### src/psw_consts.svh
`ifndef PSW_CONSTS_SVH
`define PSW_CONSTS_SVH

// clock and time base
`define PSW_CLK_PERIOD_NS   20
`define PSW_TENTH_S_NS      100000000
`define PSW_PSC_W           23

// register byte offsets
`define PSW_ADDR_ENABLE     8'h00
`define PSW_ADDR_METHOD     8'h04
`define PSW_ADDR_SLP_FREQ   8'h08
`define PSW_ADDR_SLP_DEV    8'h0c
`define PSW_ADDR_SLP_DELAY  8'h10
`define PSW_ADDR_BST_VAL    8'h14
`define PSW_ADDR_BST_TIME   8'h18
`define PSW_ADDR_WAKE_FREQ  8'h1c
`define PSW_ADDR_WAKE_DEV   8'h20
`define PSW_ADDR_WAKE_DELAY 8'h24
`define PSW_ADDR_STATUS     8'h28

// reset values (freq 0.01 Hz, percent 0.1 %, time 0.1 s)
`define PSW_RST_ENABLE      1'h0
`define PSW_RST_METHOD      2'h0
`define PSW_RST_SLP_FREQ    16'h01f4
`define PSW_RST_SLP_DEV     16'h0032
`define PSW_RST_SLP_DELAY   16'h0258
`define PSW_RST_BST_VAL     16'h0064
`define PSW_RST_BST_TIME    16'h0064
`define PSW_RST_WAKE_FREQ   16'h01f4
`define PSW_RST_WAKE_DEV    16'h0032
`define PSW_RST_WAKE_DELAY  16'h0032

// sleep method codes
`define PSW_METHOD_TERM     2'h0
`define PSW_METHOD_FREQ     2'h1
`define PSW_METHOD_DEV      2'h2

// boost scale: percent in tenths
`define PSW_BOOST_SCALE     33'sd1000
`define PSW_REF_MAX         16'hffff

`endif

### src/psw_pkg.sv
`include "psw_consts.svh"

package psw_pkg;

  // controller states, gray along run-qual-boost-sleep-wqual
  typedef enum logic [2:0] {
    PSW_RUN   = 3'h0,
    PSW_QUAL  = 3'h1,
    PSW_BOOST = 3'h3,
    PSW_SLEEP = 3'h2,
    PSW_WQUAL = 3'h6
  } psw_mode_t;

  // software settings
  typedef struct packed {
    logic        hvac_function_enable;
    logic [1:0]  sleep_method_select;
    logic [15:0] sleep_start_frequency;
    logic [15:0] sleep_start_deviation;
    logic [15:0] sleep_qualify_delay;
    logic [15:0] reference_boost_value;
    logic [15:0] reference_boost_time;
    logic [15:0] wake_start_frequency;
    logic [15:0] wake_deviation_threshold;
    logic [15:0] wake_qualify_delay;
  } psw_cfg_t;

  // register port request
  typedef struct packed {
    logic [7:0]  addr;
    logic [31:0] wr_data;
    logic        wr;
    logic        rd;
  } psw_bus_t;

  // drive-side process values
  typedef struct packed {
    logic [15:0] run_freq;
    logic [15:0] pid_ref;
    logic [15:0] pid_fb;
    logic        pid_negative;
    logic        at_upper_limit;
    logic        closed_loop;
  } psw_proc_t;

  // tick generator state
  typedef struct packed {
    logic [`PSW_PSC_W-1:0] cnt;
    logic                  tick;
  } psw_tick_st_t;

  // delay timer state
  typedef struct packed {
    logic [15:0] cnt;
  } psw_tmr_st_t;

  // controller state
  typedef struct packed {
    psw_cfg_t    cfg;
    psw_mode_t   mode;
    logic        term_s1;
    logic        term_s2;
    logic [31:0] rd_data;
    logic        sleep;
    logic        boost;
    logic        wake_load;
    logic        pid_preset;
    logic        forced;
    logic [15:0] ref_out;
  } psw_ctl_t;

endpackage

### src/psw_tick_gen.sv
`timescale 1ns/1ps
`include "psw_consts.svh"

// one-cycle pulse every tenth of a second
module psw_tick_gen #(
  parameter int TICK_CYCLES = `PSW_TENTH_S_NS / `PSW_CLK_PERIOD_NS
) (
  input  wire logic i_sys_clk,
  input  wire logic i_rst_n,
  output logic      o_tick
);

  psw_pkg::psw_tick_st_t r;       // registered state
  psw_pkg::psw_tick_st_t next_r;  // next state

  // count down period, pulse at wrap
  always_comb begin
    next_r = r;
    next_r.tick = 1'b0;
    if (r.cnt == '0) begin
      next_r.cnt  = `PSW_PSC_W'(TICK_CYCLES - 1);
      next_r.tick = 1'b1;
    end else begin
      next_r.cnt = r.cnt - `PSW_PSC_W'(1);
    end
  end

  // register with synchronous reset
  always_ff @(posedge i_sys_clk) begin
    if (!i_rst_n) begin
      r <= '0;
    end else begin
      r <= next_r;
    end
  end

  assign o_tick = r.tick;

endmodule

### src/psw_delay_timer.sv
`timescale 1ns/1ps
`include "psw_consts.svh"

// counts tenth-second ticks, done when limit reached
module psw_delay_timer (
  input  wire logic        i_sys_clk,
  input  wire logic        i_rst_n,
  input  wire logic        i_tick,
  input  wire logic        i_restart,
  input  wire logic [15:0] i_limit,
  output logic             o_done
);

  psw_pkg::psw_tmr_st_t r;       // elapsed tenths
  psw_pkg::psw_tmr_st_t next_r;  // next elapsed

  // restart clears, ticks count up, saturates at limit
  always_comb begin
    next_r = r;
    if (i_restart) begin
      next_r.cnt = '0;
    end else if (i_tick && (r.cnt < i_limit)) begin
      next_r.cnt = r.cnt + 16'h0001;
    end
  end

  // register with synchronous reset
  always_ff @(posedge i_sys_clk) begin
    if (!i_rst_n) begin
      r <= '0;
    end else begin
      r <= next_r;
    end
  end

  // zero limit is done at once
  assign o_done = (r.cnt >= i_limit);

endmodule

### src/psw_sleep_wake.sv
`timescale 1ns/1ps
`include "psw_consts.svh"

// sleep and wake-up sequencer for a pump drive
module psw_sleep_wake #(
  parameter int TICK_CYCLES = `PSW_TENTH_S_NS / `PSW_CLK_PERIOD_NS
) (
  input  wire logic        i_sys_clk,
  input  wire logic        i_rst_n,
  // register port
  input  wire logic [7:0]  i_addr,
  input  wire logic [31:0] i_wr_data,
  input  wire logic        i_wr,
  input  wire logic        i_rd,
  output logic [31:0]      o_rd_data,
  // drive process values, same clock
  input  wire logic [15:0] i_run_freq,
  input  wire logic [15:0] i_pid_ref,
  input  wire logic [15:0] i_pid_fb,
  input  wire logic        i_pid_negative,
  input  wire logic        i_at_upper_limit,
  input  wire logic        i_closed_loop,
  // terminal sleep command pin
  input  wire logic        i_term_sleep,
  // results to drive
  output logic [15:0]      o_ref_out,
  output logic             o_boost_active,
  output logic             o_sleep_active,
  output logic             o_wake_load,
  output logic [15:0]      o_wake_freq,
  output logic             o_pid_preset,
  output logic [2:0]       o_state
);

  psw_pkg::psw_bus_t  bus;       // grouped register request
  psw_pkg::psw_proc_t proc;      // grouped process values
  psw_pkg::psw_ctl_t  r;         // registered state
  psw_pkg::psw_ctl_t  next_r;    // next state

  logic               tick;      // tenth-second pulse
  logic               tmr_done;  // active delay elapsed
  logic               tmr_restart; // restart active delay
  logic [15:0]        tmr_limit; // active delay in tenths

  logic [15:0]        fb_above;  // feedback minus reference, floor 0
  logic [15:0]        fb_below;  // reference minus feedback, floor 0
  logic               slp_freq_ok; // frequency sleep condition
  logic               slp_dev_ok;  // deviation sleep condition
  logic               slp_cond;    // selected sleep condition
  logic               wake_cond;   // wake condition
  logic               misses_boost; // feedback short of boosted reference

  logic signed [32:0] boost_prod; // reference times boost
  logic signed [32:0] boost_adj;  // scaled boost amount
  logic signed [33:0] boost_sum;  // boosted reference, unclamped
  logic [15:0]        boost_ref;  // boosted reference, clamped

  // group ports into carriers
  assign bus  = '{addr: i_addr, wr_data: i_wr_data, wr: i_wr, rd: i_rd};
  assign proc = '{run_freq: i_run_freq, pid_ref: i_pid_ref, pid_fb: i_pid_fb,
                  pid_negative: i_pid_negative, at_upper_limit: i_at_upper_limit,
                  closed_loop: i_closed_loop};

  // tenth-second time base
  psw_tick_gen #(
    .TICK_CYCLES (TICK_CYCLES)
  ) u_tick (
    .i_sys_clk (i_sys_clk),
    .i_rst_n   (i_rst_n),
    .o_tick    (tick)
  );

  // one shared delay timer, restarted on every state change
  psw_delay_timer u_tmr (
    .i_sys_clk (i_sys_clk),
    .i_rst_n   (i_rst_n),
    .i_tick    (tick),
    .i_restart (tmr_restart),
    .i_limit   (tmr_limit),
    .o_done    (tmr_done)
  );

  // delay chosen by current state
  always_comb begin
    case (r.mode)
      psw_pkg::PSW_QUAL:  tmr_limit = r.cfg.sleep_qualify_delay;
      psw_pkg::PSW_BOOST: tmr_limit = r.cfg.reference_boost_time;
      psw_pkg::PSW_WQUAL: tmr_limit = r.cfg.wake_qualify_delay;
      default:            tmr_limit = 16'h0000;
    endcase
  end

  // deviations between feedback and reference
  always_comb begin
    fb_above = (proc.pid_fb > proc.pid_ref) ? (proc.pid_fb - proc.pid_ref) : 16'h0000;
    fb_below = (proc.pid_ref > proc.pid_fb) ? (proc.pid_ref - proc.pid_fb) : 16'h0000;
  end

  // sleep and wake conditions
  always_comb begin
    slp_freq_ok = (proc.run_freq <= r.cfg.sleep_start_frequency);
    if (!proc.pid_negative) begin
      slp_dev_ok = (fb_above > r.cfg.sleep_start_deviation);
      wake_cond  = (fb_below > r.cfg.wake_deviation_threshold);
    end else begin
      slp_dev_ok = (fb_below > r.cfg.sleep_start_deviation);
      wake_cond  = (fb_above > r.cfg.wake_deviation_threshold);
    end
    case (r.cfg.sleep_method_select)
      `PSW_METHOD_FREQ: slp_cond = slp_freq_ok;
      `PSW_METHOD_DEV:  slp_cond = slp_dev_ok;
      default:          slp_cond = 1'b0;
    endcase
  end

  // boosted reference: ref + ref * boost / 1000, clamped
  always_comb begin
    boost_prod = 33'(signed'({1'b0, proc.pid_ref}) *
                     signed'(r.cfg.reference_boost_value));
    boost_adj  = boost_prod / `PSW_BOOST_SCALE;
    boost_sum  = 34'(signed'({1'b0, proc.pid_ref})) + 34'(boost_adj);
    if (boost_sum < 0) begin
      boost_ref = 16'h0000;
    end else if (boost_sum > 34'(signed'({1'b0, `PSW_REF_MAX}))) begin
      boost_ref = `PSW_REF_MAX;
    end else begin
      boost_ref = boost_sum[15:0];
    end
  end

  // feedback still short of the boosted reference
  always_comb begin
    if (!proc.pid_negative) begin
      misses_boost = (proc.pid_fb < r.ref_out);
    end else begin
      misses_boost = (proc.pid_fb > r.ref_out);
    end
  end

  // next-state logic: registers, pin sync, sequencer, outputs
  always_comb begin
    next_r            = r;
    next_r.wake_load  = 1'b0;
    next_r.pid_preset = 1'b0;

    // terminal pin synchroniser
    next_r.term_s1 = i_term_sleep;
    next_r.term_s2 = r.term_s1;

    // register writes
    if (bus.wr) begin
      case (bus.addr)
        `PSW_ADDR_ENABLE:     next_r.cfg.hvac_function_enable     = bus.wr_data[0];
        `PSW_ADDR_METHOD:     next_r.cfg.sleep_method_select      = bus.wr_data[1:0];
        `PSW_ADDR_SLP_FREQ:   next_r.cfg.sleep_start_frequency    = bus.wr_data[15:0];
        `PSW_ADDR_SLP_DEV:    next_r.cfg.sleep_start_deviation    = bus.wr_data[15:0];
        `PSW_ADDR_SLP_DELAY:  next_r.cfg.sleep_qualify_delay      = bus.wr_data[15:0];
        `PSW_ADDR_BST_VAL:    next_r.cfg.reference_boost_value    = bus.wr_data[15:0];
        `PSW_ADDR_BST_TIME:   next_r.cfg.reference_boost_time     = bus.wr_data[15:0];
        `PSW_ADDR_WAKE_FREQ:  next_r.cfg.wake_start_frequency     = bus.wr_data[15:0];
        `PSW_ADDR_WAKE_DEV:   next_r.cfg.wake_deviation_threshold = bus.wr_data[15:0];
        `PSW_ADDR_WAKE_DELAY: next_r.cfg.wake_qualify_delay       = bus.wr_data[15:0];
        default:              next_r.cfg = r.cfg;
      endcase
    end

    // register reads, data in the following cycle
    next_r.rd_data = 32'h0000_0000;
    if (bus.rd) begin
      case (bus.addr)
        `PSW_ADDR_ENABLE:     next_r.rd_data = {31'h0, r.cfg.hvac_function_enable};
        `PSW_ADDR_METHOD:     next_r.rd_data = {30'h0, r.cfg.sleep_method_select};
        `PSW_ADDR_SLP_FREQ:   next_r.rd_data = {16'h0, r.cfg.sleep_start_frequency};
        `PSW_ADDR_SLP_DEV:    next_r.rd_data = {16'h0, r.cfg.sleep_start_deviation};
        `PSW_ADDR_SLP_DELAY:  next_r.rd_data = {16'h0, r.cfg.sleep_qualify_delay};
        `PSW_ADDR_BST_VAL:    next_r.rd_data = {16'h0, r.cfg.reference_boost_value};
        `PSW_ADDR_BST_TIME:   next_r.rd_data = {16'h0, r.cfg.reference_boost_time};
        `PSW_ADDR_WAKE_FREQ:  next_r.rd_data = {16'h0, r.cfg.wake_start_frequency};
        `PSW_ADDR_WAKE_DEV:   next_r.rd_data = {16'h0, r.cfg.wake_deviation_threshold};
        `PSW_ADDR_WAKE_DELAY: next_r.rd_data = {16'h0, r.cfg.wake_qualify_delay};
        `PSW_ADDR_STATUS:     next_r.rd_data = {26'h0, r.forced, r.boost, r.sleep,
                                                r.mode};
        default:              next_r.rd_data = 32'h0000_0000;  // unmapped reads zero
      endcase
    end

    // sequencer
    if (!r.cfg.hvac_function_enable) begin
      // function off: plain running, no sleep or wake
      next_r.mode = psw_pkg::PSW_RUN;
    end else if (r.cfg.sleep_method_select == `PSW_METHOD_TERM) begin
      // terminal method: pin level commands sleep directly
      if (r.term_s2) begin
        next_r.mode = psw_pkg::PSW_SLEEP;
      end else begin
        next_r.mode = psw_pkg::PSW_RUN;
        if (r.sleep) begin  // pulse only when leaving a stopped drive
          next_r.wake_load  = 1'b1;
          next_r.pid_preset = proc.closed_loop;
        end
      end
    end else begin
      case (r.mode)
        psw_pkg::PSW_RUN: begin
          // start qualifying when sleep condition appears
          if (slp_cond) begin
            next_r.mode = psw_pkg::PSW_QUAL;
          end
        end
        psw_pkg::PSW_QUAL: begin
          // lapse goes back to running, hold time moves to boost
          if (!slp_cond) begin
            next_r.mode = psw_pkg::PSW_RUN;
          end else if (tmr_done) begin
            next_r.mode = psw_pkg::PSW_BOOST;
          end
        end
        psw_pkg::PSW_BOOST: begin
          // note saturation case, sleep at end of boost time
          if (proc.at_upper_limit && misses_boost) begin
            next_r.forced = 1'b1;
          end
          if (tmr_done) begin
            next_r.mode = psw_pkg::PSW_SLEEP;
          end
        end
        psw_pkg::PSW_SLEEP: begin
          // wait for wake condition
          if (wake_cond) begin
            next_r.mode = psw_pkg::PSW_WQUAL;
          end
        end
        psw_pkg::PSW_WQUAL: begin
          // lapse returns to sleep, hold time wakes
          if (!wake_cond) begin
            next_r.mode = psw_pkg::PSW_SLEEP;
          end else if (tmr_done) begin
            next_r.mode       = psw_pkg::PSW_RUN;
            next_r.wake_load  = 1'b1;
            next_r.pid_preset = proc.closed_loop;
          end
        end
        default: begin
          next_r.mode = psw_pkg::PSW_RUN;
        end
      endcase
    end

    // forced flag stands from its boost until the drive runs again
    if (next_r.mode == psw_pkg::PSW_RUN || next_r.mode == psw_pkg::PSW_QUAL) begin
      next_r.forced = 1'b0;
    end

    // output levels follow the next state
    next_r.boost = (next_r.mode == psw_pkg::PSW_BOOST);
    next_r.sleep = (next_r.mode == psw_pkg::PSW_SLEEP) ||
                   (next_r.mode == psw_pkg::PSW_WQUAL);
    next_r.ref_out = next_r.boost ? boost_ref : proc.pid_ref;
  end

  // any state change restarts the shared delay
  assign tmr_restart = (next_r.mode != r.mode);

  // register everything, synchronous reset
  always_ff @(posedge i_sys_clk) begin
    if (!i_rst_n) begin
      r                              <= '0;
      r.mode                         <= psw_pkg::PSW_RUN;
      r.cfg.hvac_function_enable     <= `PSW_RST_ENABLE;
      r.cfg.sleep_method_select      <= `PSW_RST_METHOD;
      r.cfg.sleep_start_frequency    <= `PSW_RST_SLP_FREQ;
      r.cfg.sleep_start_deviation    <= `PSW_RST_SLP_DEV;
      r.cfg.sleep_qualify_delay      <= `PSW_RST_SLP_DELAY;
      r.cfg.reference_boost_value    <= `PSW_RST_BST_VAL;
      r.cfg.reference_boost_time     <= `PSW_RST_BST_TIME;
      r.cfg.wake_start_frequency     <= `PSW_RST_WAKE_FREQ;
      r.cfg.wake_deviation_threshold <= `PSW_RST_WAKE_DEV;
      r.cfg.wake_qualify_delay       <= `PSW_RST_WAKE_DELAY;
    end else begin
      r <= next_r;
    end
  end

  // outputs straight from flops
  assign o_rd_data      = r.rd_data;
  assign o_ref_out      = r.ref_out;
  assign o_boost_active = r.boost;
  assign o_sleep_active = r.sleep;
  assign o_wake_load    = r.wake_load;
  assign o_wake_freq    = r.cfg.wake_start_frequency;
  assign o_pid_preset   = r.pid_preset;
  assign o_state        = r.mode;

endmodule

### config.mk
export PLATFORM = sky130hd
export DESIGN_NAME = psw_sleep_wake
export DESIGN_NICKNAME = d
export VERILOG_FILES = /design/src/psw_pkg.sv /design/src/psw_tick_gen.sv /design/src/psw_delay_timer.sv /design/src/psw_sleep_wake.sv
export VERILOG_INCLUDE_DIRS = /design/src /design/src/src
export SDC_FILE = /design/constraint.sdc
export NUM_CORES = 2
export LEC_CHECK = 0
export BUFFER_PORTS_ARGS = -buffer_cell sky130_fd_sc_hd__buf_2
export CAP_MARGIN = 10
export CORE_MARGIN = 1
export CORE_UTILIZATION = 65
export CTS_BUF_LIST = sky130_fd_sc_hd__clkbuf_16
export DETAILED_ROUTE_END_ITERATION = 8
export PLACE_DENSITY = 0.84
export SLEW_MARGIN = 10
export SYNTH_ARGS = -nofsm -noshare
export SYNTH_HDL_FRONTEND = slang
export SYNTH_SLANG_ARGS = --single-unit
### constraint.sdc
create_clock -name i_sys_clk -period 78.8 [get_ports i_sys_clk]
set_input_delay 0 -clock i_sys_clk [delete_from_list [all_inputs] [get_ports i_sys_clk]]
set_output_delay 0 -clock i_sys_clk [all_outputs]
set_load 0.005 [all_outputs]
==> reports/qor.yml <==
synth-xor-area-share_pct: 6.34
timing.fmax_mhz: 29.5
required_ps: 79170
synth_area_um2: 32200
clock_sinks: 213
start_util_pct: 65.9
dr.pass1.iters: 6
drive_gt1_share_pct: 7.88
synth_top_family_by_area: "adder cells"
htree_levels: 1
dpl.hpwl_um: 71700
clockBufferDepth: 3
crit_top_cell: "a21o_1"
r2r_cells: 102
holdCritStartpoint: "i_pid_ref[14]"
grtUsageTotal_pct: 37.0
r2r_end: "o_ref_out[2]"
synth_fa_ha_area_share_pct: 23.8
design.final.nets: 4721
avgViaCountPerCell: 6.41
slowest_delay_ps: 880
synth_compound_area_share_pct: 23.0
regToRegSetupSlack_ps: 44940
slew_headroom_pct: 23.6
synthCells: 4175
initialDrtViolationCount: 2869
drv_slew: 0
finalCritPeriodShare_pct: 43.0
place_congestion: 0.986
fin_skew_ps: 24.5
crit_path_start_kind: "register"
crit_path_end_kind: "register"
avgSynthCellArea_um2: 7.71
ys.flop_type: "dfxtp_1"
final_cells: 4818
cts_resized: 0
synth_area_leader_cell: "dfxtp_1"
clk_pin_slew_ps: 70
ys.warnings.count: 0
synth_top_area_share_pct: 13.2
rows: 81
min_delay_path_depth: 3
crit_slowest_cell: "dfxtp_1"
overflow: 0
cts_tree: "done"
core-area_um2: 48800
area_growth_pct: 4.19
post-route-min-period_ps: 33860
cp.arrival_ps: 34230
rsz0062_at_grt: "false"
hold_viol: 0
r2r_start: "r[131]"
fin_ws_ps: 44940
synthMuxAreaShare_pct: 2.31
synth.area.top_cells: "dfxtp_1 (13%), fa_1 (12%), ha_1 (11%)"
drcViolationCount: 0
grt_pass1_vias: 29100
cts.hold.buffers_added: 28
grt_max_degree: 101
placed_cells: 4747
seq_area_frac_synth_pct: 13.2
yosys.area_share.simple_pct: 22.5
min_to: "o_ref_out[14]"
finalSetupViolations: 0
insertion_delay_ps: 550
root_buffer: "clkbuf_16"
synth-seq-cells: 213
worst_pin_slew_ps: 1150
critical_path_class: "register to register"
cap_violations: 0
cts_made_buffers: 22
hold_class: "primary input to register"
place_ws_ps: 45720
io_buffers: 134
grt_pass1_wl_um: 152000
wirelength_um: 94000
die_w_um: 225
cts_setup_buffers: 0
antenna_found_initial: 3
wire_per_inst_um: 19.5
antenna_left: 0
synth-edff-count: 0
fin_tns_setup_ps: 0
ys_async_sr_fraction_pct: 0
die-area_um2: 50400
cp_max_fo: 18
yosys.cell_types.count: 140
status: "finished, final reports clean"
io_pins: 167
num_vias: 30900
die_h_um: 225
finalCoreUtilization_pct: 68.7
## flip-flops by register name, summed over array words and instances, names as in the netlist
name / cells
u_tick.r: 23
u_tmr.r: 16
next_r: 1
u_tick.o_tick: 1
o_wake_freq: 16
o_pid_preset: 1
o_sleep_active: 1
o_state: 3
o_wake_load: 1
r: 117
o_rd_data: 16
o_ref_out: 16
o_boost_active: 1
## layout make-up
class	instances	area [µm²]
tap	664	831
clock inverter	18	171
clock buffer	22	551
fill	4006	15300
sequential	213	4260
antenna	3	7.51
timing repair buffer	180	1090
inverter	396	1490
multi-input combinational	3322	25100
## cells by family after synthesis
| logic type | count (synthesis) |
|---|---|
| XOR/XNOR | 228 |
| flip-flops | 213 |
| buffers and inverters | 655 |
| AND/OR/NAND/NOR | 1489 |
| other | 1 |
| AO/OA/AOI/OAI | 1023 |
| multiplexers | 71 |
| adder cells (fa/ha/maj) | 495 |
## cells in the mapped netlist (all sizes together) (79+ instances only)
cell and n:
a21o 79, a21oi 280, and2 141, buf 119
clkbuf 140, dfxtp 213, fa 197, ha 293
inv 395, nand2 602, nand3 92, nor2 262
o21ai 146, xnor2 166
## routing by layer
layer | wire length, µm | track usage, % | share of wire [%] | vias to the layer above
met3 | 7800 | 5.73 | 8.3 | 390
met4 | 6680 | 23.2 | 7.1 | 0
met2 | 43500 | 61.8 | 46 | 1571
met1 | 36100 | 44.7 | 38 | 14500
met5 | 0 | 0 | 0 | -
li1 | - | - | - | 14400
## critical path: cells and delay by family, from the launching register on
kind,cells,cell delay (ps)
simple gates,27,7540
xor+xnor,4,1910
fa+ha+maj,9,4330
compound gates,51,16260
flops,1,880
mux,6,2420
buf+inv,5,290
## how the worst max path moves through the flow
stage	start	endpoint	slack, ps
after global placement	r[125]	o_ref_out[2]	46190
after floorplan	r[131]	o_ref_out[5]	51790
after detailed placement	r[131]	o_ref_out[2]	45720
final	r[131]	o_ref_out[2]	44940
after global routing	r[137]	o_ref_out[2]	42790
after CTS	r[131]	o_ref_out[2]	45650
## cell usage in the layout, fill, tap and decap left out, types with 25 or more instances in the layout
cell type,instances
nor2b_1,33
and3_1,43
o21a_1,35
o21ai_1,30
or3_1,27
a21oi_1,272
nand2b_1,41
buf_2,134
inv_1,395
nand2_1,601
dlygate4sd3_1,28
nor2_1,262
a221oi_1,29
a21o_1,78
o21ai_0,109
nand3_1,89
nor3_1,62
a211oi_1,28
o211ai_1,38
nand4_1,47
xor2_1,59
fa_1,197
and2_1,139
nor4_1,25
xnor2_1,164
dfxtp_1,213
mux2i_1,54
a31oi_1,48
a22oi_1,37
ha_1,293
## stage by stage
stage,hold WS [ps],instance area (µm²)
finish,17.4,33500
CTS,0.405,33500
global placement,200,32500
global route,29.7,33500
detailed placement,206,32500
floorplan,122,32200
Power is left out: the tool's default activity adds up to more than one toggle a clock period on the data nets, which glitch-free logic cannot reach.
